## src/shared/urx_pkg.sv

```systemverilog
package urx_pkg;
  localparam int unsigned TICKS_PER_BIT = 16;
  localparam logic [3:0] START_SAMPLE = 4'h7;
  localparam logic [3:0] BIT_LAST = 4'hF;
  localparam logic [3:0] IR_PULSE_TICKS = 4'h3;
  localparam int unsigned FIFO_DEPTH = 16;
  localparam int unsigned PTR_W = 4;
  localparam int unsigned CNT_W = 5;
  localparam logic [CNT_W-1:0] CAP_FIFO = 5'h10;
  localparam logic [CNT_W-1:0] CAP_SINGLE = 5'h01;
  localparam int unsigned WLEN_BASE = 5;
  localparam logic [2:0] LAST_IDX_BASE = 3'h4;
  localparam int unsigned TO_WORDS = 4;
  localparam int unsigned TO_EXTRA_BITS = 12;
  localparam int unsigned FRAME_OVERHEAD = 2;
  localparam int unsigned XOFF_DELAY_CHARS = 2;
  localparam int unsigned TMR_W = 10;
  localparam int unsigned NUM_FC_CHARS = 4;
  localparam logic [7:0] CHAR_RESET = 8'h00;
  localparam logic [7:0] MASK_FULL = 8'hFF;
  localparam logic [1:0] WLEN_MAX = 2'h3;
  localparam logic [1:0] CH_XON1 = 2'h0;
  localparam logic [1:0] CH_XON2 = 2'h1;
  localparam logic [1:0] CH_XOFF1 = 2'h2;
  localparam logic [1:0] CH_XOFF2 = 2'h3;
  localparam logic [1:0] SWFC_OFF = 2'h0;
  localparam logic [1:0] SWFC_SINGLE1 = 2'h1;
  localparam logic [1:0] SWFC_SINGLE2 = 2'h2;
  localparam logic [1:0] SWFC_DOUBLE = 2'h3;

  typedef struct packed {
    logic [1:0] wlen;       // line_control_reg[1:0]
    logic par_en;
    logic par_even;
    logic fifo_en;          // buffer_control_reg[0]
    logic [1:0] trig_sel;   // 0..3 = 1,4,8,14
    logic ie_rx;            // interrupt_enable_reg[0]
    logic ie_xoff;          // interrupt_enable_reg[5]
    logic ie_rts;           // interrupt_enable_reg[6]
    logic ie_cts;           // interrupt_enable_reg[7]
    logic efr_enh;          // enhanced_function_reg[4]
    logic efr_special;      // enhanced_function_reg[5]
    logic efr_auto_rts;     // enhanced_function_reg[6]
    logic efr_auto_cts;     // enhanced_function_reg[7]
    logic [1:0] swfc_rx;    // receive flow char mode
    logic auto_xoff_tx;     // send stop/resume chars
    logic mcr_rts;          // modem_control_reg[1]
    logic mcr_ir;           // modem_control_reg[6]
  } urx_cfg_t;

  typedef struct packed {
    logic brk;
    logic frm;
    logic par;
    logic [7:0] data;
  } urx_entry_t;

  function automatic logic [CNT_W-1:0] trig_level(input logic [1:0] sel);
    case (sel)
      2'h0: trig_level = 5'h01;
      2'h1: trig_level = 5'h04;
      2'h2: trig_level = 5'h08;
      default: trig_level = 5'h0E;
    endcase
  endfunction

  function automatic logic [CNT_W-1:0] resume_level(input logic [1:0] sel);
    case (sel)
      2'h0: resume_level = 5'h00;
      2'h1: resume_level = 5'h01;
      2'h2: resume_level = 5'h04;
      default: resume_level = 5'h08;
    endcase
  endfunction

  function automatic logic char_match(input logic [7:0] a, input logic [7:0] b, input logic [1:0] wlen);
    logic [7:0] mask;
    mask = MASK_FULL >> (WLEN_MAX - wlen);
    char_match = ((a ^ b) & mask) == CHAR_RESET;
  endfunction

  function automatic logic [TMR_W-1:0] to_limit(input logic [1:0] wlen);
    to_limit = TMR_W'((TO_WORDS * (WLEN_BASE + wlen) + TO_EXTRA_BITS) * TICKS_PER_BIT);
  endfunction

  function automatic logic [TMR_W-1:0] xoff_limit(input logic [1:0] wlen, input logic par);
    xoff_limit = TMR_W'(XOFF_DELAY_CHARS * (WLEN_BASE + wlen + par + FRAME_OVERHEAD) * TICKS_PER_BIT);
  endfunction
endpackage

```

## src/urx_fifo.sv

```systemverilog
`timescale 1ns/10ps
module urx_fifo
  import urx_pkg::*;
(
  input wire logic sys_clk_i,              // system clock
  input wire logic rst_n_i,                // sync reset, active low
  input wire logic wr_i,                   // push one entry
  input wire urx_entry_t wr_data_i,        // entry pushed
  input wire logic rd_i,                   // pop head
  input wire logic [CNT_W-1:0] cap_i,      // usable entries
  output urx_entry_t head_o,               // oldest entry
  output logic [CNT_W-1:0] count_o         // fill level
);
  urx_entry_t mem [FIFO_DEPTH];
  logic [PTR_W-1:0] wr_ptr;
  logic [PTR_W-1:0] rd_ptr;
  wire do_rd = rd_i && (count_o != '0);
  // full buffer still accepts when a pop frees a slot in the same cycle
  wire do_wr = wr_i && ((count_o < cap_i) || do_rd);

  assign head_o = mem[rd_ptr];

  always_ff @(posedge sys_clk_i) begin
    if (!rst_n_i) begin
      wr_ptr <= '0;
      rd_ptr <= '0;
      count_o <= '0;
    end else begin
      if (do_wr) begin
        wr_ptr <= wr_ptr + PTR_W'(1);
      end
      if (do_rd) begin
        rd_ptr <= rd_ptr + PTR_W'(1);
      end
      count_o <= count_o + CNT_W'(do_wr) - CNT_W'(do_rd);
    end
  end

  always_ff @(posedge sys_clk_i) begin
    if (do_wr) begin
      mem[wr_ptr] <= wr_data_i;
    end
  end
endmodule

```

## src/urx_top.sv

```systemverilog
`timescale 1ns/10ps
module urx_top
  import urx_pkg::*;
(
  input wire logic sys_clk_i,              // system clock
  input wire logic rst_n_i,                // sync reset, active low
  input wire logic tick_16x_i,             // 16x baud strobe
  input wire urx_cfg_t cfg_i,              // control bits
  input wire logic rx_pin_i,               // serial receive pin
  input wire logic cts_n_i,                // clear-to-send pin
  input wire logic rhr_rd_i,               // host reads holding reg
  input wire logic isr_rd_i,               // host reads interrupt status
  input wire logic char_wr_i,              // write a flow character
  input wire logic [1:0] char_sel_i,       // which flow character
  input wire logic [7:0] char_data_i,      // flow character value
  input wire logic tx_bit_i,               // transmitter serial bit
  input wire logic [3:0] tx_phase_i,       // tick within tx bit
  output logic [7:0] rhr_data_o,           // head data byte
  output logic [2:0] line_err_o,           // head tags: brk,frm,par
  output logic data_ready_o,               // buffer not empty
  output logic timeout_o,                  // receive timeout flag
  output logic special_o,                  // status bit 4
  output logic flow_evt_o,                 // status bit 5
  output logic int_o,                      // interrupt request
  output logic rts_n_o,                    // request-to-send pin
  output logic tx_halt_o,                  // hold transmitter
  output logic send_xoff_o,                // send stop chars pulse
  output logic send_xon_o,                 // send resume chars pulse
  output logic tx_line_o                   // transmit pin
);
  typedef enum logic [2:0] {ST_IDLE, ST_START, ST_DATA, ST_PAR, ST_STOP} urx_state_t;

  urx_state_t state;
  logic rx_s1;
  logic rx_s2;
  logic rx_d;
  logic cts_s1;
  logic cts_s2;
  logic cts_d;
  logic ir_busy;
  logic [3:0] ir_cnt;
  logic [3:0] tick_cnt;
  logic [2:0] bit_idx;
  logic [7:0] shreg;
  logic par_acc;
  logic par_bad;
  logic par_bit;
  logic [7:0] fc_char [NUM_FC_CHARS];
  logic pend_on;
  logic pend_off;
  logic xoff_halt;
  logic [TMR_W-1:0] to_cnt;
  logic [TMR_W-1:0] dly_cnt;
  logic xoff_sent;
  logic rts_off;
  urx_entry_t head;
  logic [CNT_W-1:0] count;

  // receive front end
  wire ir_start = cfg_i.mcr_ir && rx_s2 && !ir_busy;
  wire rx_bit = cfg_i.mcr_ir ? !ir_busy : rx_s2;
  wire falling = rx_d && !rx_bit;
  wire [3:0] sample_at = (state == ST_START) ? START_SAMPLE : BIT_LAST;
  wire sample = tick_16x_i && (tick_cnt == sample_at);
  wire [2:0] last_idx = LAST_IDX_BASE + {1'b0, cfg_i.wlen};
  wire char_done = (state == ST_STOP) && sample;
  urx_entry_t rx_entry;
  assign rx_entry = '{brk: !rx_bit && (shreg == CHAR_RESET) && !par_bit, frm: !rx_bit, par: par_bad, data: shreg};

  // flow character comparison
  wire xon1_m = char_match(shreg, fc_char[CH_XON1], cfg_i.wlen);
  wire xon2_m = char_match(shreg, fc_char[CH_XON2], cfg_i.wlen);
  wire xoff1_m = char_match(shreg, fc_char[CH_XOFF1], cfg_i.wlen);
  wire xoff2_m = char_match(shreg, fc_char[CH_XOFF2], cfg_i.wlen);
  wire single = (cfg_i.swfc_rx == SWFC_SINGLE1) || (cfg_i.swfc_rx == SWFC_SINGLE2);
  wire dbl = cfg_i.swfc_rx == SWFC_DOUBLE;
  wire sel_on = (cfg_i.swfc_rx == SWFC_SINGLE2) ? xon2_m : xon1_m;
  wire sel_off = (cfg_i.swfc_rx == SWFC_SINGLE2) ? xoff2_m : xoff1_m;
  wire on_pair = dbl && pend_on && xon2_m;
  wire off_pair = dbl && pend_off && xoff2_m;
  wire on_evt = char_done && ((single && sel_on) || on_pair);
  wire off_evt = char_done && ((single && sel_off) || off_pair);
  wire consume = char_done && ((single && (sel_on || sel_off)) || (dbl && (xon1_m || xoff1_m || on_pair || off_pair)));
  wire store = char_done && !consume;
  wire special_hit = store && cfg_i.efr_special && xoff2_m;

  // buffer levels
  wire [CNT_W-1:0] trig = trig_level(cfg_i.trig_sel);
  wire [CNT_W-1:0] res_lvl = resume_level(cfg_i.trig_sel);
  wire nonempty = count != '0;
  wire over_trig = count >= trig;
  wire at_resume = count <= res_lvl;
  wire rx_lvl = cfg_i.fifo_en ? over_trig : nonempty;
  wire [CNT_W-1:0] cap = cfg_i.fifo_en ? CAP_FIFO : CAP_SINGLE;

  // flags and pins
  wire to_hit = tick_16x_i && nonempty && (to_cnt == to_limit(cfg_i.wlen) - TMR_W'(1));
  wire to_rst = !nonempty || char_done || rhr_rd_i;
  wire next_rts_n = !(cfg_i.mcr_rts && !(cfg_i.efr_auto_rts && rts_off));
  wire rts_rise = next_rts_n && !rts_n_o;
  wire cts_rise = cts_s2 && !cts_d;
  wire isr5_set = cfg_i.efr_enh && ((cfg_i.ie_rts && rts_rise) || (cfg_i.ie_cts && cts_rise));
  wire isr4_set = (off_evt && cfg_i.ie_xoff) || special_hit;
  wire next_xoff_halt = off_evt || (xoff_halt && !on_evt);
  wire dly_done = dly_cnt == xoff_limit(cfg_i.wlen, cfg_i.par_en);
  wire ir_pulse = !tx_bit_i && (tx_phase_i < IR_PULSE_TICKS);
  wire next_tx_line = cfg_i.mcr_ir ? ir_pulse : tx_bit_i;
  wire next_int = (cfg_i.ie_rx && (rx_lvl || timeout_o)) || (special_o && cfg_i.ie_xoff) || flow_evt_o;

  urx_fifo u_fifo (
    .sys_clk_i(sys_clk_i),
    .rst_n_i(rst_n_i),
    .wr_i(store),
    .wr_data_i(rx_entry),
    .rd_i(rhr_rd_i),
    .cap_i(cap),
    .head_o(head),
    .count_o(count)
  );

  for (genvar i = 0; i < NUM_FC_CHARS; i++) begin : g_fc
    always_ff @(posedge sys_clk_i) begin
      if (!rst_n_i) begin
        fc_char[i] <= CHAR_RESET;
      end else if (char_wr_i && (char_sel_i == 2'(i))) begin
        fc_char[i] <= char_data_i;
      end
    end
  end

  // pin synchronisers; receive idles low for the infrared decoder
  always_ff @(posedge sys_clk_i) begin
    if (!rst_n_i) begin
      rx_s1 <= 1'b0;
      rx_s2 <= 1'b0;
      // matches the synchroniser so no false fall follows reset
      rx_d <= 1'b0;
      cts_s1 <= 1'b1;
      cts_s2 <= 1'b1;
      cts_d <= 1'b1;
    end else begin
      rx_s1 <= rx_pin_i;
      rx_s2 <= rx_s1;
      rx_d <= rx_bit;
      cts_s1 <= cts_n_i;
      cts_s2 <= cts_s1;
      cts_d <= cts_s2;
    end
  end

  // stretch each light pulse to a whole zero bit
  always_ff @(posedge sys_clk_i) begin
    if (!rst_n_i) begin
      ir_busy <= 1'b0;
      ir_cnt <= 4'h0;
    end else if (ir_start) begin
      ir_busy <= 1'b1;
      ir_cnt <= 4'h0;
    end else if (ir_busy && tick_16x_i) begin
      ir_cnt <= ir_cnt + 4'h1;
      if (ir_cnt == BIT_LAST) begin
        ir_busy <= 1'b0;
      end
    end
  end

  always_ff @(posedge sys_clk_i) begin
    if (!rst_n_i) begin
      state <= ST_IDLE;
      tick_cnt <= 4'h0;
      bit_idx <= 3'h0;
      shreg <= CHAR_RESET;
      par_acc <= 1'b0;
      par_bad <= 1'b0;
      par_bit <= 1'b0;
    end else begin
      if (tick_16x_i) begin
        tick_cnt <= sample ? 4'h0 : tick_cnt + 4'h1;
      end
      case (state)
        ST_IDLE: if (falling) begin
          state <= ST_START;
          tick_cnt <= 4'h0;
          bit_idx <= 3'h0;
          shreg <= CHAR_RESET;
          par_acc <= 1'b0;
          par_bad <= 1'b0;
          par_bit <= 1'b0;
        end
        ST_START: if (sample) begin
          state <= rx_bit ? ST_IDLE : ST_DATA;
        end
        ST_DATA: if (sample) begin
          shreg[bit_idx] <= rx_bit;
          par_acc <= par_acc ^ rx_bit;
          bit_idx <= bit_idx + 3'h1;
          if (bit_idx == last_idx) begin
            state <= cfg_i.par_en ? ST_PAR : ST_STOP;
          end
        end
        ST_PAR: if (sample) begin
          par_bit <= rx_bit;
          par_bad <= !(par_acc ^ rx_bit ^ cfg_i.par_even);
          state <= ST_STOP;
        end
        ST_STOP: if (sample) begin
          state <= ST_IDLE;
        end
        default: state <= ST_IDLE;
      endcase
    end
  end

  // software flow tracking; set beats clear on every flag but pend_on and pend_off
  always_ff @(posedge sys_clk_i) begin
    if (!rst_n_i) begin
      pend_on <= 1'b0;
      pend_off <= 1'b0;
      xoff_halt <= 1'b0;
      special_o <= 1'b0;
      flow_evt_o <= 1'b0;
    end else begin
      if (char_done) begin
        pend_on <= dbl && xon1_m && !on_pair;
        pend_off <= dbl && xoff1_m && !off_pair;
      end
      xoff_halt <= next_xoff_halt;
      special_o <= isr4_set || (special_o && !on_evt && !isr_rd_i);
      flow_evt_o <= isr5_set || (flow_evt_o && !isr_rd_i);
    end
  end

  // receive timeout and automatic stop/resume sending
  always_ff @(posedge sys_clk_i) begin
    if (!rst_n_i) begin
      to_cnt <= '0;
      timeout_o <= 1'b0;
      dly_cnt <= '0;
      xoff_sent <= 1'b0;
      send_xoff_o <= 1'b0;
      send_xon_o <= 1'b0;
      rts_off <= 1'b0;
    end else begin
      to_cnt <= to_rst ? '0 : (tick_16x_i ? to_cnt + TMR_W'(1) : to_cnt);
      timeout_o <= to_hit || (timeout_o && !rhr_rd_i && nonempty);
      send_xoff_o <= 1'b0;
      send_xon_o <= 1'b0;
      rts_off <= over_trig || (rts_off && !at_resume);
      if (!cfg_i.auto_xoff_tx || !over_trig || xoff_sent) begin
        dly_cnt <= '0;
      end else if (dly_done) begin
        send_xoff_o <= 1'b1;
        xoff_sent <= 1'b1;
      end else if (tick_16x_i) begin
        dly_cnt <= dly_cnt + TMR_W'(1);
      end
      if (xoff_sent && at_resume) begin
        send_xon_o <= 1'b1;
        xoff_sent <= 1'b0;
      end
    end
  end

  // registered host view and pins
  always_ff @(posedge sys_clk_i) begin
    if (!rst_n_i) begin
      rhr_data_o <= CHAR_RESET;
      line_err_o <= 3'h0;
      data_ready_o <= 1'b0;
      int_o <= 1'b0;
      rts_n_o <= 1'b1;
      tx_halt_o <= 1'b0;
      tx_line_o <= 1'b1;
    end else begin
      rhr_data_o <= head.data;
      line_err_o <= nonempty ? {head.brk, head.frm, head.par} : 3'h0;
      data_ready_o <= nonempty;
      int_o <= next_int;
      rts_n_o <= next_rts_n;
      tx_halt_o <= (cfg_i.efr_auto_cts && cts_s2) || xoff_halt;
      tx_line_o <= next_tx_line;
    end
  end
endmodule
```

## config.mk

```make
export PLATFORM = sky130hd
export DESIGN_NAME = urx_top
export DESIGN_NICKNAME = d
export VERILOG_FILES = /design/src/shared/urx_pkg.sv /design/src/urx_fifo.sv /design/src/urx_top.sv
export SDC_FILE = /design/constraint.sdc
export NUM_CORES = 1
export LEC_CHECK = 0
export BUFFER_PORTS_ARGS = -buffer_cell sky130_fd_sc_hd__buf_2
export CAP_MARGIN = 5
export CORE_MARGIN = 1.5
export CORE_UTILIZATION = 66
export DETAILED_ROUTE_END_ITERATION = 10
export GPL_TIMING_DRIVEN = 1
export PLACE_DENSITY_LB_ADDON = 0.05
export REMOVE_ABC_BUFFERS = 1
export SYNTH_ARGS = -nofsm -noshare
export SYNTH_HDL_FRONTEND = slang
export SYNTH_SLANG_ARGS = --single-unit
```

## constraint.sdc

```tcl
create_clock -name sys_clk_i -period 7.5 [get_ports sys_clk_i]
set_input_delay 0.375 -clock sys_clk_i [delete_from_list [all_inputs] [get_ports sys_clk_i]]
set_output_delay 0.375 -clock sys_clk_i [all_outputs]
set_load 0.01 [all_outputs]
```

## Yosys cells after proc, flatten, opt, wreduce, memory -nomap -nowiden

Memory sizes are Yosys's and may differ from the RTL's. A register that Yosys moved wholly into a read port is not among the register bits.
Index checks and enable logic that the tools add are counted.

- Input port bits: 43
- Logic and storage cells: 288
- Output and inout bits: 21
- Register bits after elaboration: 91
- Memories kept: 2
- Bits in writable memories: 208

- Reduce and logical (&&, ||, !) cells: 122
- Equality and inequality tests: 23
- Shift operators: 1
- Muxes and demuxes: 64
- Bitwise logic cells: 17
- $lt $le $gt $ge: 6
- Add/subtract/negate cells: 16

Memory list:

| name | words | width | read ports | clocked after memory_dff | write ports | line | source |
|---|---|---|---|---|---|---|---|
| u_fifo.mem | 16 | 11 | 1 | 1 | 1 | urx_fifo.sv:14 | `urx_entry_t mem [FIFO_DEPTH];` |
| fc_char | 4 | 8 | 4 | 0 | 4 | urx_top.sv:48 | `logic [7:0] fc_char [NUM_FC_CHARS];` |

Operators by type and width:

| cell | count |
|---|---|
| 1-bit logical AND | 55 |
| 8-bit two-way mux | 6 |
| 8-bit zero test | 5 |
| 8-bit bitwise AND | 4 |
| 8-bit XOR | 4 |
| 1-bit two-way mux | 30 |
| 4-bit two-way mux | 7 |
| 3-bit two-way mux | 9 |
| 1-bit logical OR | 24 |
| 4-bit one-hot mux with 3 select lines | 2 |
| 10-bit by 1-bit adder with 10-bit output (second input constant) | 2 |
| 10-bit == test | 2 |
| 1-bit zero test | 19 |
| 4-bit by 1-bit adder with 4-bit output (second input constant) | 4 |
| 8-bit one-hot mux with 2 select lines | 1 |
| 3-bit one-hot mux with 5 select lines | 1 |
| 2-bit != test (second input constant) | 6 |
| 2-bit == test (second input constant) | 5 |
| 10-bit by 1-bit subtractor with 10-bit output (second input constant) | 1 |
| 8-bit bitwise mux | 1 |
| 2-bit AND reduction | 4 |
| 2-bit nonzero test | 4 |
| 2-bit OR reduction | 4 |
| 8-bit by 2-bit right shift with 8-bit output (first input constant) | 1 |
| 35 further kinds | 48 |

## Longest topological paths before layout

Gate-level depths: netlist of run 1.

- Depth after elaboration: 16
- Mapped depth: 16
- Gate-level depth less buffers: 14

## Hierarchy

Synthesis of run 1 repeated with hierarchy kept, for this count alone.

- Cells, all modules: 924
- Area total of the unflattened synthesis: 13207.7 sq um

By module, submodules not included:

| module | sequential area each (sq um) | area each (sq um) | cells an instance | times used |
|---|---|---|---|---|
| urx_fifo | 5625.4 | 7805.0 | 366 | 1 |
| urx_top | 2522.4 | 5402.7 | 558 | 1 |

## Least setup slack after synthesis of run 1

No wires, ideal clock.

- Path kind: input to register
- From: input port cfg_i[18] (netlist name)
- To: memory u_fifo.mem[0][0] (netlist name) (enable)
- Arrival: 3368 ps
- Required time: 7092 ps
- Buffers on the path: 2
- Cell stages on the path: 9
- Path slack: 3724 ps
- Library setup time: 408 ps
- Cell sequence: inv_1 ha_1 clkbuf_1 a2bb2oi_2 and4_4 o41a_1 or4_1 buf_6 nor4_1

- Word-level cells in the longest chain between the ends: 15
- Elaborated cells between the ends (all ways): 27
- Those cells by class: 1 x add/sub; 1 x shift; 4 x mux; 4 x bitwise; 17 x reduce/logical

RTL lines:

| item | line | source |
|---|---|---|
| start: declaration | urx_top.sv:8 | `input wire urx_cfg_t cfg_i,` |
| 2-bit subtractor (*) | urx_pkg.sv:78 | `mask = MASK_FULL >> (WLEN_MAX - wlen);` |
| 8-bit by 2-bit right shift with 8-bit output (*) | urx_pkg.sv:78 |  |
| 8-bit bitwise AND | urx_pkg.sv:79 | `char_match = ((a ^ b) & mask) == CHAR_RESET;` |
| 8-bit zero test | urx_pkg.sv:79 |  |
| 1-bit logical OR or 1-bit logical AND (tied branches) | urx_top.sv:83, urx_top.sv:79 |  |
| 1-bit logical OR (2 in series) | urx_top.sv:83 | `wire consume = char_done && ((single && (sel_on \|\| sel_off)) \|\| (dbl && (xon1_m \|\| xoff1_m \|\| on_pair \|\| off_p ...` |
| 1-bit logical AND | urx_top.sv:83 |  |
| 1-bit logical OR (*) | urx_top.sv:83 |  |
| 1-bit logical AND (*) | urx_top.sv:83 |  |
| 1-bit zero test (*) | urx_top.sv:84 | `wire store = char_done && !consume;` |
| 1-bit logical AND (*) | urx_top.sv:84 |  |
| 1-bit logical AND (*) | urx_fifo.sv:19 | `wire do_wr = wr_i && ((count_o < cap_i) \|\| do_rd);` |
| 1-bit two-way mux (*) | urx_fifo.sv:40 | `if (do_wr) begin` |
| 1-bit two-way mux (not written as such) (*) | urx_fifo.sv:41 | `mem[wr_ptr] <= wr_data_i;` |
| end: declaration | urx_fifo.sv:14 |  |

Every way passes the cells marked *; elsewhere a longest branch is shown, timed or not.

## Worst setup path after layout of run 1

- From: register shreg[7]
- To: register u_fifo.count_o[4]

- Word-level cells in the longest chain between the ends: 14
- Elaborated cells between the ends (all ways): 29
- Those cells by class: 2 x add/sub; 2 x mux; 8 x bitwise; 17 x reduce/logical

RTL lines:

| item | line | source |
|---|---|---|
| start: declaration | urx_top.sv:44 | `logic [7:0] shreg;` |
| start signal: indexed assignment | urx_top.sv:194 | `shreg[bit_idx] <= rx_bit;` |
| 8-bit XOR | urx_pkg.sv:79 |  |
| 8-bit bitwise AND | urx_pkg.sv:79 |  |
| 8-bit zero test | urx_pkg.sv:79 |  |
| 1-bit logical OR or 1-bit logical AND (tied branches) | urx_top.sv:83, urx_top.sv:79 |  |
| 1-bit logical OR (2 in series) | urx_top.sv:83 |  |
| 1-bit logical AND | urx_top.sv:83 |  |
| 1-bit logical OR (*) | urx_top.sv:83 |  |
| 1-bit logical AND (*) | urx_top.sv:83 |  |
| 1-bit zero test (*) | urx_top.sv:84 |  |
| 1-bit logical AND (*) | urx_top.sv:84 |  |
| 1-bit logical AND (*) | urx_fifo.sv:19 |  |
| via u_fifo.do_wr | urx_fifo.sv:19 |  |
| 5-bit by 1-bit adder with 5-bit output (*) | urx_fifo.sv:35 | `count_o <= count_o + CNT_W'(do_wr) - CNT_W'(do_rd);` |
| 5-bit by 1-bit subtractor with 5-bit output (*) | urx_fifo.sv:35 |  |
| end signal: assignment | urx_fifo.sv:35 |  |
| end: declaration | urx_fifo.sv:12 | `output logic [CNT_W-1:0] count_o` |

Mark *: on every way through the listed nets, which the timed path passes. The rest lies on a longest branch.
A chain may end at the register's enable or synchronous reset.

==> results of run 1 <==
## layer usage
layer / vias to the layer above / wire length (microns) / track usage, %
met5: - / 0 / 0
met4: 0 / 892 / 9.61
met3: 62 / 1790 / 3.23
met2: 314 / 14300 / 48.8
met1: 3879 / 10900 / 36.2
li1: 3561 / - / -
## sequential cells by signal (all words and copies together), names as in the netlist, 3 cells and up, named ones only
name,cells
state,3
dly_cnt,10
tick_cnt,4
shreg,8
line_err_o,3
to_cnt,10
fc_char,32
u_fifo.count_o,5
rhr_data_o,8
u_fifo.mem,176
u_fifo.wr_ptr,4
ir_cnt,4
bit_idx,3
u_fifo.rd_ptr,4
## metrics by stage
| step | instance area [sq um] | setup WS (ns) | instances |
|---|---|---|---|
| global route | 14700 | 2.81 | 1288 |
| finish | 14700 | 3.12 | 1288 |
| floorplan | 12800 | 3.63 | 880 |
| global placement | 13600 | 3.38 | 1232 |
| detailed placement | 13600 | 3.21 | 1232 |
| CTS | 14700 | 3.17 | 1288 |
## synthesized netlist by cell type, types with 5 or more instances
cell type / instances / area share (%)
clkbuf_1: 28 / 0.81
nor2b_1: 8 / 0.38
edfxtp_1: 208 / 48
or3_1: 5 / 0.24
nor3_1: 19 / 0.73
mux2i_1: 16 / 1.2
nand2b_1: 12 / 0.58
nor4_1: 12 / 0.58
dfxtp_1: 95 / 15
inv_1: 37 / 1.1
and3_1: 9 / 0.43
and2_1: 45 / 2.2
o211ai_1: 6 / 0.35
nand3_1: 17 / 0.65
nor2_1: 74 / 2.1
a21oi_1: 21 / 0.81
o21ai_0: 14 / 0.54
nand4_1: 12 / 0.58
ha_1: 35 / 3.4
buf_2: 7 / 0.27
xor2_1: 42 / 2.8
mux4_2: 55 / 9.5
xnor2_1: 34 / 2.3
nand2_1: 46 / 1.3
a211oi_1: 6 / 0.35
## final cells by class
cell class | instances | area (sq um)
inverters | 37 | 139
multi-input cells | 540 | 4520
repair buffers | 87 | 495
fillers | 1236 | 4660
well taps | 265 | 332
clock buffers | 33 | 793
clock inverters | 23 | 315
flip-flops and latches | 303 | 8150
## power by group
part	internal, mW	switching (mW)	leakage, nW
Combinational	0.300	0.335	2.07
Clock	1.01	0.629	0.521
Sequential	1.84	0.0507	2.84
## path summary, 6_finish.rpt
check                        startpoint                            to  slack (ns)  cells past startpoint
hold / removal                  cts_n_i             cts_s1$_SDFF_PN1_        0.02                      2
setup reg to reg  shreg[7]$_SDFFE_PN0P_  u_fifo.count_o[4]$_SDFF_PN0_        3.12                     12
hold reg to reg       cts_s1$_SDFF_PN1_             cts_s2$_SDFF_PN1_        0.43                      1
setup / recovery  shreg[7]$_SDFFE_PN0P_  u_fifo.count_o[4]$_SDFF_PN0_        3.12                     12
## critical path, stage by stage, from the launching register on
cell and delay, ns:
dfxtp_1 0.86, xor2_1 0.14, a211oi_1 0.37, o2111ai_1 0.20
o21ai_0 0.57, or4_1 0.60, inv_1 0.21, ha_1 0.28
fa_1 0.40, a21oi_1 0.14, nor2_1 0.06, or3_1 0.34
a21oi_1 0.14
## kinds of logic after synthesis
group                    Yosys count
flip-flops                       303
AND/OR/NAND/NOR                  281
buffers and inverters             83
AO/OA/AOI/OAI                     76
XOR/XNOR                          76
multiplexers                      71
adder cells (fa/ha/maj)           36
==> results.py, run 1 <==
metrics = {
    "synthesis": {
        "synth_ff_type": "edfxtp_1",
        "synth.distinct_cells": 58,
        "synthesized_area_fraction_occupied_by_and_or_nand_nor_cells_pct": 11.3,
        "yosys.area_share.xor_xnor_pct": 5.12,
        "seq_area_frac_synth_pct": 62.6,
        "synth.area.mux_share_pct": 10.8,
        "fraction_of_the_mapped_netlist_area_in_compound_gates_pct": 3.90,
        "synthesis.area_sq_um": 13000,
        "synth_adder_area_share_pct": 3.52,
        "mean_instance_size_in_the_synthesized_netlist_sq_um": 14.0,
        "ys_ff_latch": 303,
        "synthesized_instance_count": 926,
        "async_set_or_reset_flop_fraction_in_the_synthesized_netlist_pct": 0,
        "synth-edff-count": 208,
        "number_of_synthesis_warnings": 0,
        "synth_top_family_by_area": "simple AND/OR/NAND/NOR gates",
    },
    "final_layout": {
        "nets": 1078,
        "area_growth_pct": 13.3,
        "layout_commonest_cell": "edfxtp_1",
        "share_of_cells_above_drive_strength_1_pct": 19.7,
        "final_cell_mix": "edfxtp_1, dfxtp_1, nor2_1, buf_2, mux4_2",
        "layout.core_utilization_pct": 76.0,
        "diodes": 0,
    },
    "floorplan": {
        "die_width_microns": 143,
        "ios": 64,
        "coreArea_sq_um": 19400,
        "rows": 51,
        "die-height_microns": 143,
        "die_area_sq_um": 20600,
        "start_util_pct": 67.0,
    },
    "timing": {
        "timing_max_transition_violations_final": 0,
        "final.setup.tns_ns": 0,
        "headroom_to_the_max_slew_limit_pct": 29.4,
        "tightestPinTransition_ns": 1.05,
        "rsz0062_at_grt": "false",
        "hold_viol_final": 0,
        "clock-skew-final_ns": 0.0156,
        "finalCritPeriodShare_pct": 58.4,
        "timing.final.setup_violations": 0,
        "final_layout_worst_hold_slack_ns": 0.0230,
        "finalCriticalPeriod_ns": 4.38,
        "max_freq_mhz": 228,
    },
    "route": {
        "detailedRoute.firstIterationViolations": 616,
        "routed_via_count_divided_by_cell_count": 6.07,
        "drtPass1Iterations": 5,
        "drt-total-wl_microns": 27900,
        "wire_per_inst_microns": 21.7,
        "remaining_routing_drc_violations": 0,
        "route.antenna.remaining_nets": 0,
        "route.vias.total": 7816,
    },
    "outcome": {
        "run_status": "completed",
    },
    "clocking": {
        "cts_hold_repair.buffers": 0,
        "cts_inserted_buffers": 30,
        "post_cts_resize_count": 0,
        "clock_path_buffers": 3,
        "post_cts_buffers": 0,
        "clk-insertion-delay-late_ns": 0.54,
        "tritoncts": "yes",
        "cts_max_level": 1,
        "cts.sink_count": 303,
        "root_buffer": "clkbuf_16",
        "cts.reportedPaths.clkPinSlew_ns": 0.07,
    },
    "placement": {
        "place.gp.congestion": 0.925,
        "port_buffers": 63,
        "hpwl_microns": 18400,
    },
    "worst_setup_path": {
        "startpoint_type": "flip-flop",
        "timing.critical_path.arrival_ns": 4.84,
        "end_kind": "flip-flop",
        "worstPathRequired_ns": 7.96,
        "critical_path_peak_fanout": 22,
        "worstSetupPathType": "flip-flop to flip-flop",
    },
    "grt": {
        "grt_util_all_layers_pct": 27.8,
        "number_of_antenna_violations_at_the_first_check_in_global_routing": 0,
        "grt_max_degree": 45,
        "grt_pass1_wl_microns": 42800,
        "grt_pass1_vias": 7816,
        "total_congestion_overflow": 0,
    },
    "pwr": {
        "leakage_power_figure_nw": 5.43,
        "powerDensity_nw_per_um2": 282,
        "vdd_drop_max_uv": 166,
        "p_total_mw": 4.16,
    },
    "job": {
        "max_cap_violations": 0,
    },
    "worst_hold_path": {
        "hold_class": "input port to flip-flop",
    },
}
Note: power is estimated with default switching activity, not from simulation.
==> run 2: changes to the inputs <==
--- a/config.mk
+++ b/config.mk
@@ -8,7 +8,7 @@
 export BUFFER_PORTS_ARGS = -buffer_cell sky130_fd_sc_hd__buf_2
 export CAP_MARGIN = 5
 export CORE_MARGIN = 1.5
-export CORE_UTILIZATION = 66
+export CORE_UTILIZATION = 55
 export DETAILED_ROUTE_END_ITERATION = 10
 export GPL_TIMING_DRIVEN = 1
 export PLACE_DENSITY_LB_ADDON = 0.05
==> constraint.sdc (replaced) <==
create_clock -name sys_clk_i -period 3.5 [get_ports sys_clk_i]
set_input_delay 0.175 -clock sys_clk_i [delete_from_list [all_inputs] [get_ports sys_clk_i]]
set_output_delay 0.175 -clock sys_clk_i [all_outputs]
set_load 0.01 [all_outputs]
==> run 2 against run 1 <==
  * Total power increased by 110%
  * Worst setup slack got worse by 2.9 ns
  * Global-route usage decreased by 3.4 points
  * Sequential share of layout area down 1.3 points
  * Critical endpoint unchanged
==> results.py, run 2 (synthesis results as in run 1) <==
metrics = {
    "floorplan": {
        "die_width_microns": 157,
        "die_area_sq_um": 24600,
        "die-height_microns": 157,
        "start_util_pct": 55.7,
        "rows": 56,
        "coreArea_sq_um": 23300,
        "ios": 64,
    },
    "route": {
        "routed_via_count_divided_by_cell_count": 5.72,
        "routed-wl-met2_microns": 14900,
        "drt-total-wl_microns": 28700,
        "wire_per_inst_microns": 20.8,
        "route.vias.total": 7887,
        "route.antenna.remaining_nets": 0,
        "dr_wl_met3_microns": 1170,
        "drtPass1Iterations": 6,
        "wirelength_met1_microns": 11800,
        "remaining_routing_drc_violations": 0,
        "topRoutingLayerUsed": "met4",
        "detailedRoute.firstIterationViolations": 439,
    },
    "worst_setup_path": {
        "critical_path_peak_fanout": 4,
        "critical-path-slowest-cell": "or4b_2",
        "end_kind": "flip-flop",
        "startpoint_type": "flip-flop",
        "timing.critical_path.arrival_ns": 3.73,
        "crit_family": "simple AND/OR/NAND/NOR gates",
        "worstPathCellList": "inv_1, ha_1, or4b_2, and2_1, o21bai_1, nand2_1, or4_1, inv_1, ha_1, fa_1, a21oi_1, nor2_1, or3_1, a21oi_1",
        "path_depth": 14,
        "cp.buffers_inverters": 2,
        "worst_setup_path_startpoint": "u_fifo.count_o[3]$_SDFF_PN0_",
        "worstSetupPathType": "flip-flop to flip-flop",
        "rr_startpoint": "u_fifo.count_o[3]$_SDFF_PN0_",
        "reg2reg_slack_ns": 0.19,
        "delay_contributed_by_the_slowest_stage_of_the_critical_path_ns": 0.63,
        "worstPathRequired_ns": 3.91,
        "ff2ff_path_depth": 14,
        "worstReg2RegEnd": "u_fifo.count_o[4]$_SDFF_PN0_",
    },
    "grt": {
        "grt_util_all_layers_pct": 24.4,
        "total_congestion_overflow": 0,
        "grt_max_degree": 36,
        "grt_pass1_wl_microns": 44900,
        "grt_pass1_vias": 8107,
        "number_of_antenna_violations_at_the_first_check_in_global_routing": 0,
    },
    "worst_hold_path": {
        "hold_path_end": "fc_char[0][0]$_SDFFCE_PN0P_",
        "hold_path_startpoint": "char_data_i[0]",
        "hold_class": "input port to flip-flop",
        "hold_depth": 2,
    },
    "pwr": {
        "power.share.clock_pct": 37.9,
        "vdd_drop_max_uv": 386,
        "intPower_mw": 6.63,
        "p_switching_mw": 2.23,
        "powerDensity_nw_per_um2": 587,
        "p_total_mw": 8.86,
        "leakage_power_figure_nw": 5.60,
        "pwr-share-comb_pct": 15.9,
        "power.share.switching_pct": 25.2,
        "seqPwrFrac_pct": 46.2,
    },
    "final_layout": {
        "top_register_by_number_of_flip_flops": "u_fifo.mem",
        "layout.core_utilization_pct": 64.7,
        "layout_commonest_cell": "edfxtp_1",
        "largest_register_ff_count": 176,
        "area_growth_pct": 16.0,
        "final_cell_mix": "edfxtp_1, dfxtp_1, nor2_1, buf_2, mux4_2",
        "diodes": 0,
        "register_area_sq_um": 8150,
        "multi_input_area_sq_um": 4530,
        "share_of_cells_above_drive_strength_1_pct": 20.8,
        "nets": 1114,
        "registers_with_the_most_flip_flops": "u_fifo.mem x176, fc_char x32",
        "fillers": 1715,
    },
    "timing": {
        "final_layout_worst_hold_slack_ns": 0.00708,
        "finalCriticalPeriod_ns": 3.31,
        "clock-skew-final_ns": 0.0198,
        "max_freq_mhz": 302,
        "post_layout_worst_setup_margin_ns": 0.187,
        "headroom_to_the_max_slew_limit_pct": 37.1,
        "timing.final.setup_violations": 0,
        "rsz0062_at_grt": "false",
        "hold_viol_final": 0,
        "finalCritPeriodShare_pct": 94.7,
        "tightestPinTransition_ns": 0.942,
        "timing_max_transition_violations_final": 0,
    },
    "clocking": {
        "clk-insertion-delay-late_ns": 0.51,
        "cts_max_level": 2,
        "cts_inserted_buffers": 34,
        "cts.reportedPaths.clkPinSlew_ns": 0.06,
        "cts.sink_count": 303,
        "tritoncts": "yes",
        "clock_path_buffers": 3,
        "root_buffer": "clkbuf_16",
    },
    "placement": {
        "place.gp.congestion": 0.910,
        "port_buffers": 63,
        "detailedPlace.worstSlack_ns": 0.160,
        "hpwl_microns": 20000,
    },
    "job": {
        "max_cap_violations": 0,
    },
    "outcome": {
        "run_status": "completed",
    },
}
[run 2: metrics by stage]
stage / setup TNS, ns / instance area, sq um / std cells
global route: 0 / 15100 / 1380
floorplan: -28.12 / 12800 / 880
finish: 0 / 15100 / 1380
detailed placement: 0 / 13800 / 1302
global placement: 0 / 13800 / 1302
CTS: 0 / 15100 / 1380
[run 2: area by class of cell]
cell class / instances / share of cell area (%)
Tap cell: 319 / 2.65
Clock buffer: 47 / 6.57
Clock inverter: 15 / 0.589
Inverter: 37 / 0.921
Sequential cell: 303 / 54.0
Multi-Input combinational cell: 540 / 30.0
Timing Repair Buffer: 119 / 5.23
[run 2: timing repair]
action | in CTS | in global routing
hold buffers | 16 | 0
gates resized for setup | 0 | 3
buffers inserted | 0 | 0
hold endpoints to repair | 35 | 0
setup endpoints to repair | 0 | 1
[run 2: power groups by stage]
stage	Combinational (mW)	Sequential (mW)	Clock, mW
2_1_floorplan	0.859	4.25	0
3_3_place_gp	1.37	4.16	0
3_5_place_dp	1.40	4.17	0
4_1_cts	1.42	4.10	3.41
5_1_grt	1.55	4.12	3.56
6_report	1.41	4.09	3.36
[run 2: per-layer routing]
layer	vias to the layer above	GRT usage (%)
li1	3641	-
met1	3952	30.2
met2	234	43.9
met3	60	3.68
met4	0	7.85
met5	-	0
[run 2: worst max path at each step]
stage,to,slack [ns]
detailed placement,u_fifo.count_o[4]$_SDFF_PN0_,0.16
floorplan,u_fifo.mem[0][0]$_DFFE_PP_,-0.37
CTS,u_fifo.count_o[4]$_SDFF_PN0_,0.15
global route,u_fifo.count_o[4]$_SDFF_PN0_,0.004
finish,u_fifo.count_o[4]$_SDFF_PN0_,0.19
global placement,u_fifo.count_o[4]$_SDFF_PN0_,0.19
==> run 3: changes to the inputs <==
--- a/config.mk
+++ b/config.mk
@@ -11,7 +11,7 @@
 export CORE_UTILIZATION = 55
 export DETAILED_ROUTE_END_ITERATION = 10
 export GPL_TIMING_DRIVEN = 1
-export PLACE_DENSITY_LB_ADDON = 0.05
+export PLACE_DENSITY_LB_ADDON = 0.08
 export REMOVE_ABC_BUFFERS = 1
 export SYNTH_ARGS = -nofsm -noshare
 export SYNTH_HDL_FRONTEND = slang
==> run 3 against run 2 <==
  * Final cell count increased by 0.58%
  * Combinational power about the same
  * Flip-flop and latch count unchanged
  * Die area unchanged
  * Fmax increased by 1.0%
  * Total power increased by 0.38%
  * Cell area increased by 0.80%
  * Highest routed layer unchanged
==> results.py, run 3 (synthesis results as in run 1) <==
metrics = {
    "route": {
        "wire_per_inst_microns": 19.8,
        "drtPass1Iterations": 4,
        "remaining_routing_drc_violations": 0,
        "routed_via_count_divided_by_cell_count": 5.48,
        "detailedRoute.firstIterationViolations": 496,
        "drt-total-wl_microns": 27500,
        "route.antenna.remaining_nets": 0,
        "route.vias.total": 7610,
    },
    "placement": {
        "hpwl_microns": 18700,
        "place.gp.congestion": 0.815,
        "detailedPlace.worstSlack_ns": 0.220,
        "port_buffers": 63,
    },
    "clocking": {
        "cts_inserted_buffers": 31,
        "clk-insertion-delay-late_ns": 0.56,
        "clock_path_buffers": 3,
        "post_cts_buffers": 0,
        "cts.sink_count": 303,
        "cts_max_level": 1,
        "root_buffer": "clkbuf_16",
        "tritoncts": "yes",
        "cts.reportedPaths.clkPinSlew_ns": 0.06,
    },
    "worst_setup_path": {
        "end_kind": "flip-flop",
        "worstPathRequired_ns": 3.97,
        "critical_path_peak_fanout": 4,
        "reg2reg_slack_ns": 0.22,
        "timing.critical_path.arrival_ns": 3.75,
        "startpoint_type": "flip-flop",
        "worstSetupPathType": "flip-flop to flip-flop",
    },
    "final_layout": {
        "layout.core_utilization_pct": 65.2,
        "fillers": 1730,
        "layout_commonest_cell": "edfxtp_1",
        "final_cell_mix": "edfxtp_1, dfxtp_1, nor2_1, buf_2, mux4_2",
        "top_register_by_number_of_flip_flops": "u_fifo.mem",
        "registers_with_the_most_flip_flops": "u_fifo.mem x176, fc_char x32",
        "share_of_cells_above_drive_strength_1_pct": 21.3,
        "nets": 1123,
        "largest_register_ff_count": 176,
        "diodes": 0,
        "area_growth_pct": 16.9,
    },
    "grt": {
        "grt_pass1_wl_microns": 43100,
        "number_of_antenna_violations_at_the_first_check_in_global_routing": 0,
        "total_congestion_overflow": 0,
        "grt_max_degree": 36,
        "grt_util_all_layers_pct": 23.5,
        "grt_pass1_vias": 7697,
    },
    "floorplan": {
        "die-height_microns": 157,
        "coreArea_sq_um": 23300,
        "die_width_microns": 157,
        "ios": 64,
        "rows": 56,
        "die_area_sq_um": 24600,
        "start_util_pct": 55.7,
    },
    "timing": {
        "max_freq_mhz": 305,
        "tightestPinTransition_ns": 1.08,
        "hold_viol_final": 0,
        "post_layout_worst_setup_margin_ns": 0.221,
        "rsz0062_at_grt": "false",
        "timing.final.setup_violations": 0,
        "finalCriticalPeriod_ns": 3.28,
        "clock-skew-final_ns": 0.0177,
        "timing_max_transition_violations_final": 0,
        "headroom_to_the_max_slew_limit_pct": 27.5,
        "finalCritPeriodShare_pct": 93.7,
    },
    "pwr": {
        "powerDensity_nw_per_um2": 585,
        "vdd_drop_max_uv": 341,
        "leakage_power_figure_nw": 5.65,
    },
    "outcome": {
        "run_status": "completed",
    },
    "job": {
        "max_cap_violations": 0,
    },
    "worst_hold_path": {
        "hold_class": "input port to flip-flop",
    },
}
==> run 3: path summary, 6_finish.rpt <==
path              cells past startpoint                      endpoint                    startpoint
hold / removal                        4         state[1]$_SDFFE_PN0P_                     cfg_i[17]
hold reg to reg                       1             cts_s2$_SDFF_PN1_             cts_s1$_SDFF_PN1_
setup / recovery                     14  u_fifo.count_o[4]$_SDFF_PN0_  u_fifo.count_o[3]$_SDFF_PN0_
setup reg to reg                     14  u_fifo.count_o[4]$_SDFF_PN0_  u_fifo.count_o[3]$_SDFF_PN0_
==> run 3: where the power goes <==
group | internal (mW) | switching (mW)
clock network | 2.06 | 1.32
registers | 3.95 | 0.126
logic | 0.706 | 0.730
total | 6.72 | 2.18
==> run 3: metrics by stage <==
stage / hold WS (ns) / setup TNS (ns) / instances / cell area, sq um / power [mW]
2_1_floorplan: 0.237 / -28.12 / 880 / 12800 / 5.11
3_3_place_gp: 0.384 / 0 / 1306 / 13900 / 5.55
3_5_place_dp: 0.386 / 0 / 1306 / 13900 / 5.56
4_1_cts: 0.00855 / 0 / 1388 / 15200 / 8.97
5_1_grt: 0.0329 / 0 / 1388 / 15200 / 9.27
6_report: 0.0239 / 0 / 1388 / 15200 / 8.90
==> run 3: metal layers <==
metal	part of all wire (%)	up-vias	routed length [microns]	global-route usage, %
met5	0	-	0	0
met4	2.6	0	721	6.71
met3	4.0	41	1110	3.41
met2	50	154	13800	40.6
met1	43	3767	11900	30.9
li1	-	3648	-	-
==> run 3: final cells by class <==
| class | instances | area (sq um) | area share (%) |
|---|---|---|---|
| flip-flops and latches | 303 | 8150 | 53.6 |
| multi-input cells | 540 | 4560 | 30.0 |
| clock buffers | 51 | 952 | 6.26 |
| repair buffers | 131 | 898 | 5.91 |
| well taps | 319 | 399 | 2.62 |
| inverters | 37 | 139 | 0.913 |
| clock inverters | 7 | 113 | 0.740 |
==> run 3: critical path: stages, from the launching register on <==
cell and delay, ns:
dfxtp_1 0.35, inv_1 0.11, ha_1 0.14, or4b_2 0.63, and2_1 0.20, o21bai_2 0.21
nand2_1 0.06, or4_1 0.13, inv_1 0.10, ha_1 0.24, fa_2 0.36, a21oi_1 0.14
nor2_1 0.07, or3_1 0.34, a21oi_1 0.14
==> run 3: timing repair <==
action / in CTS / in global routing
hold buffers: 24 / 0
resized for setup: 0 / 3
endpoints found under the hold margin: 42 / 0
setup endpoints to repair: 0 / 1
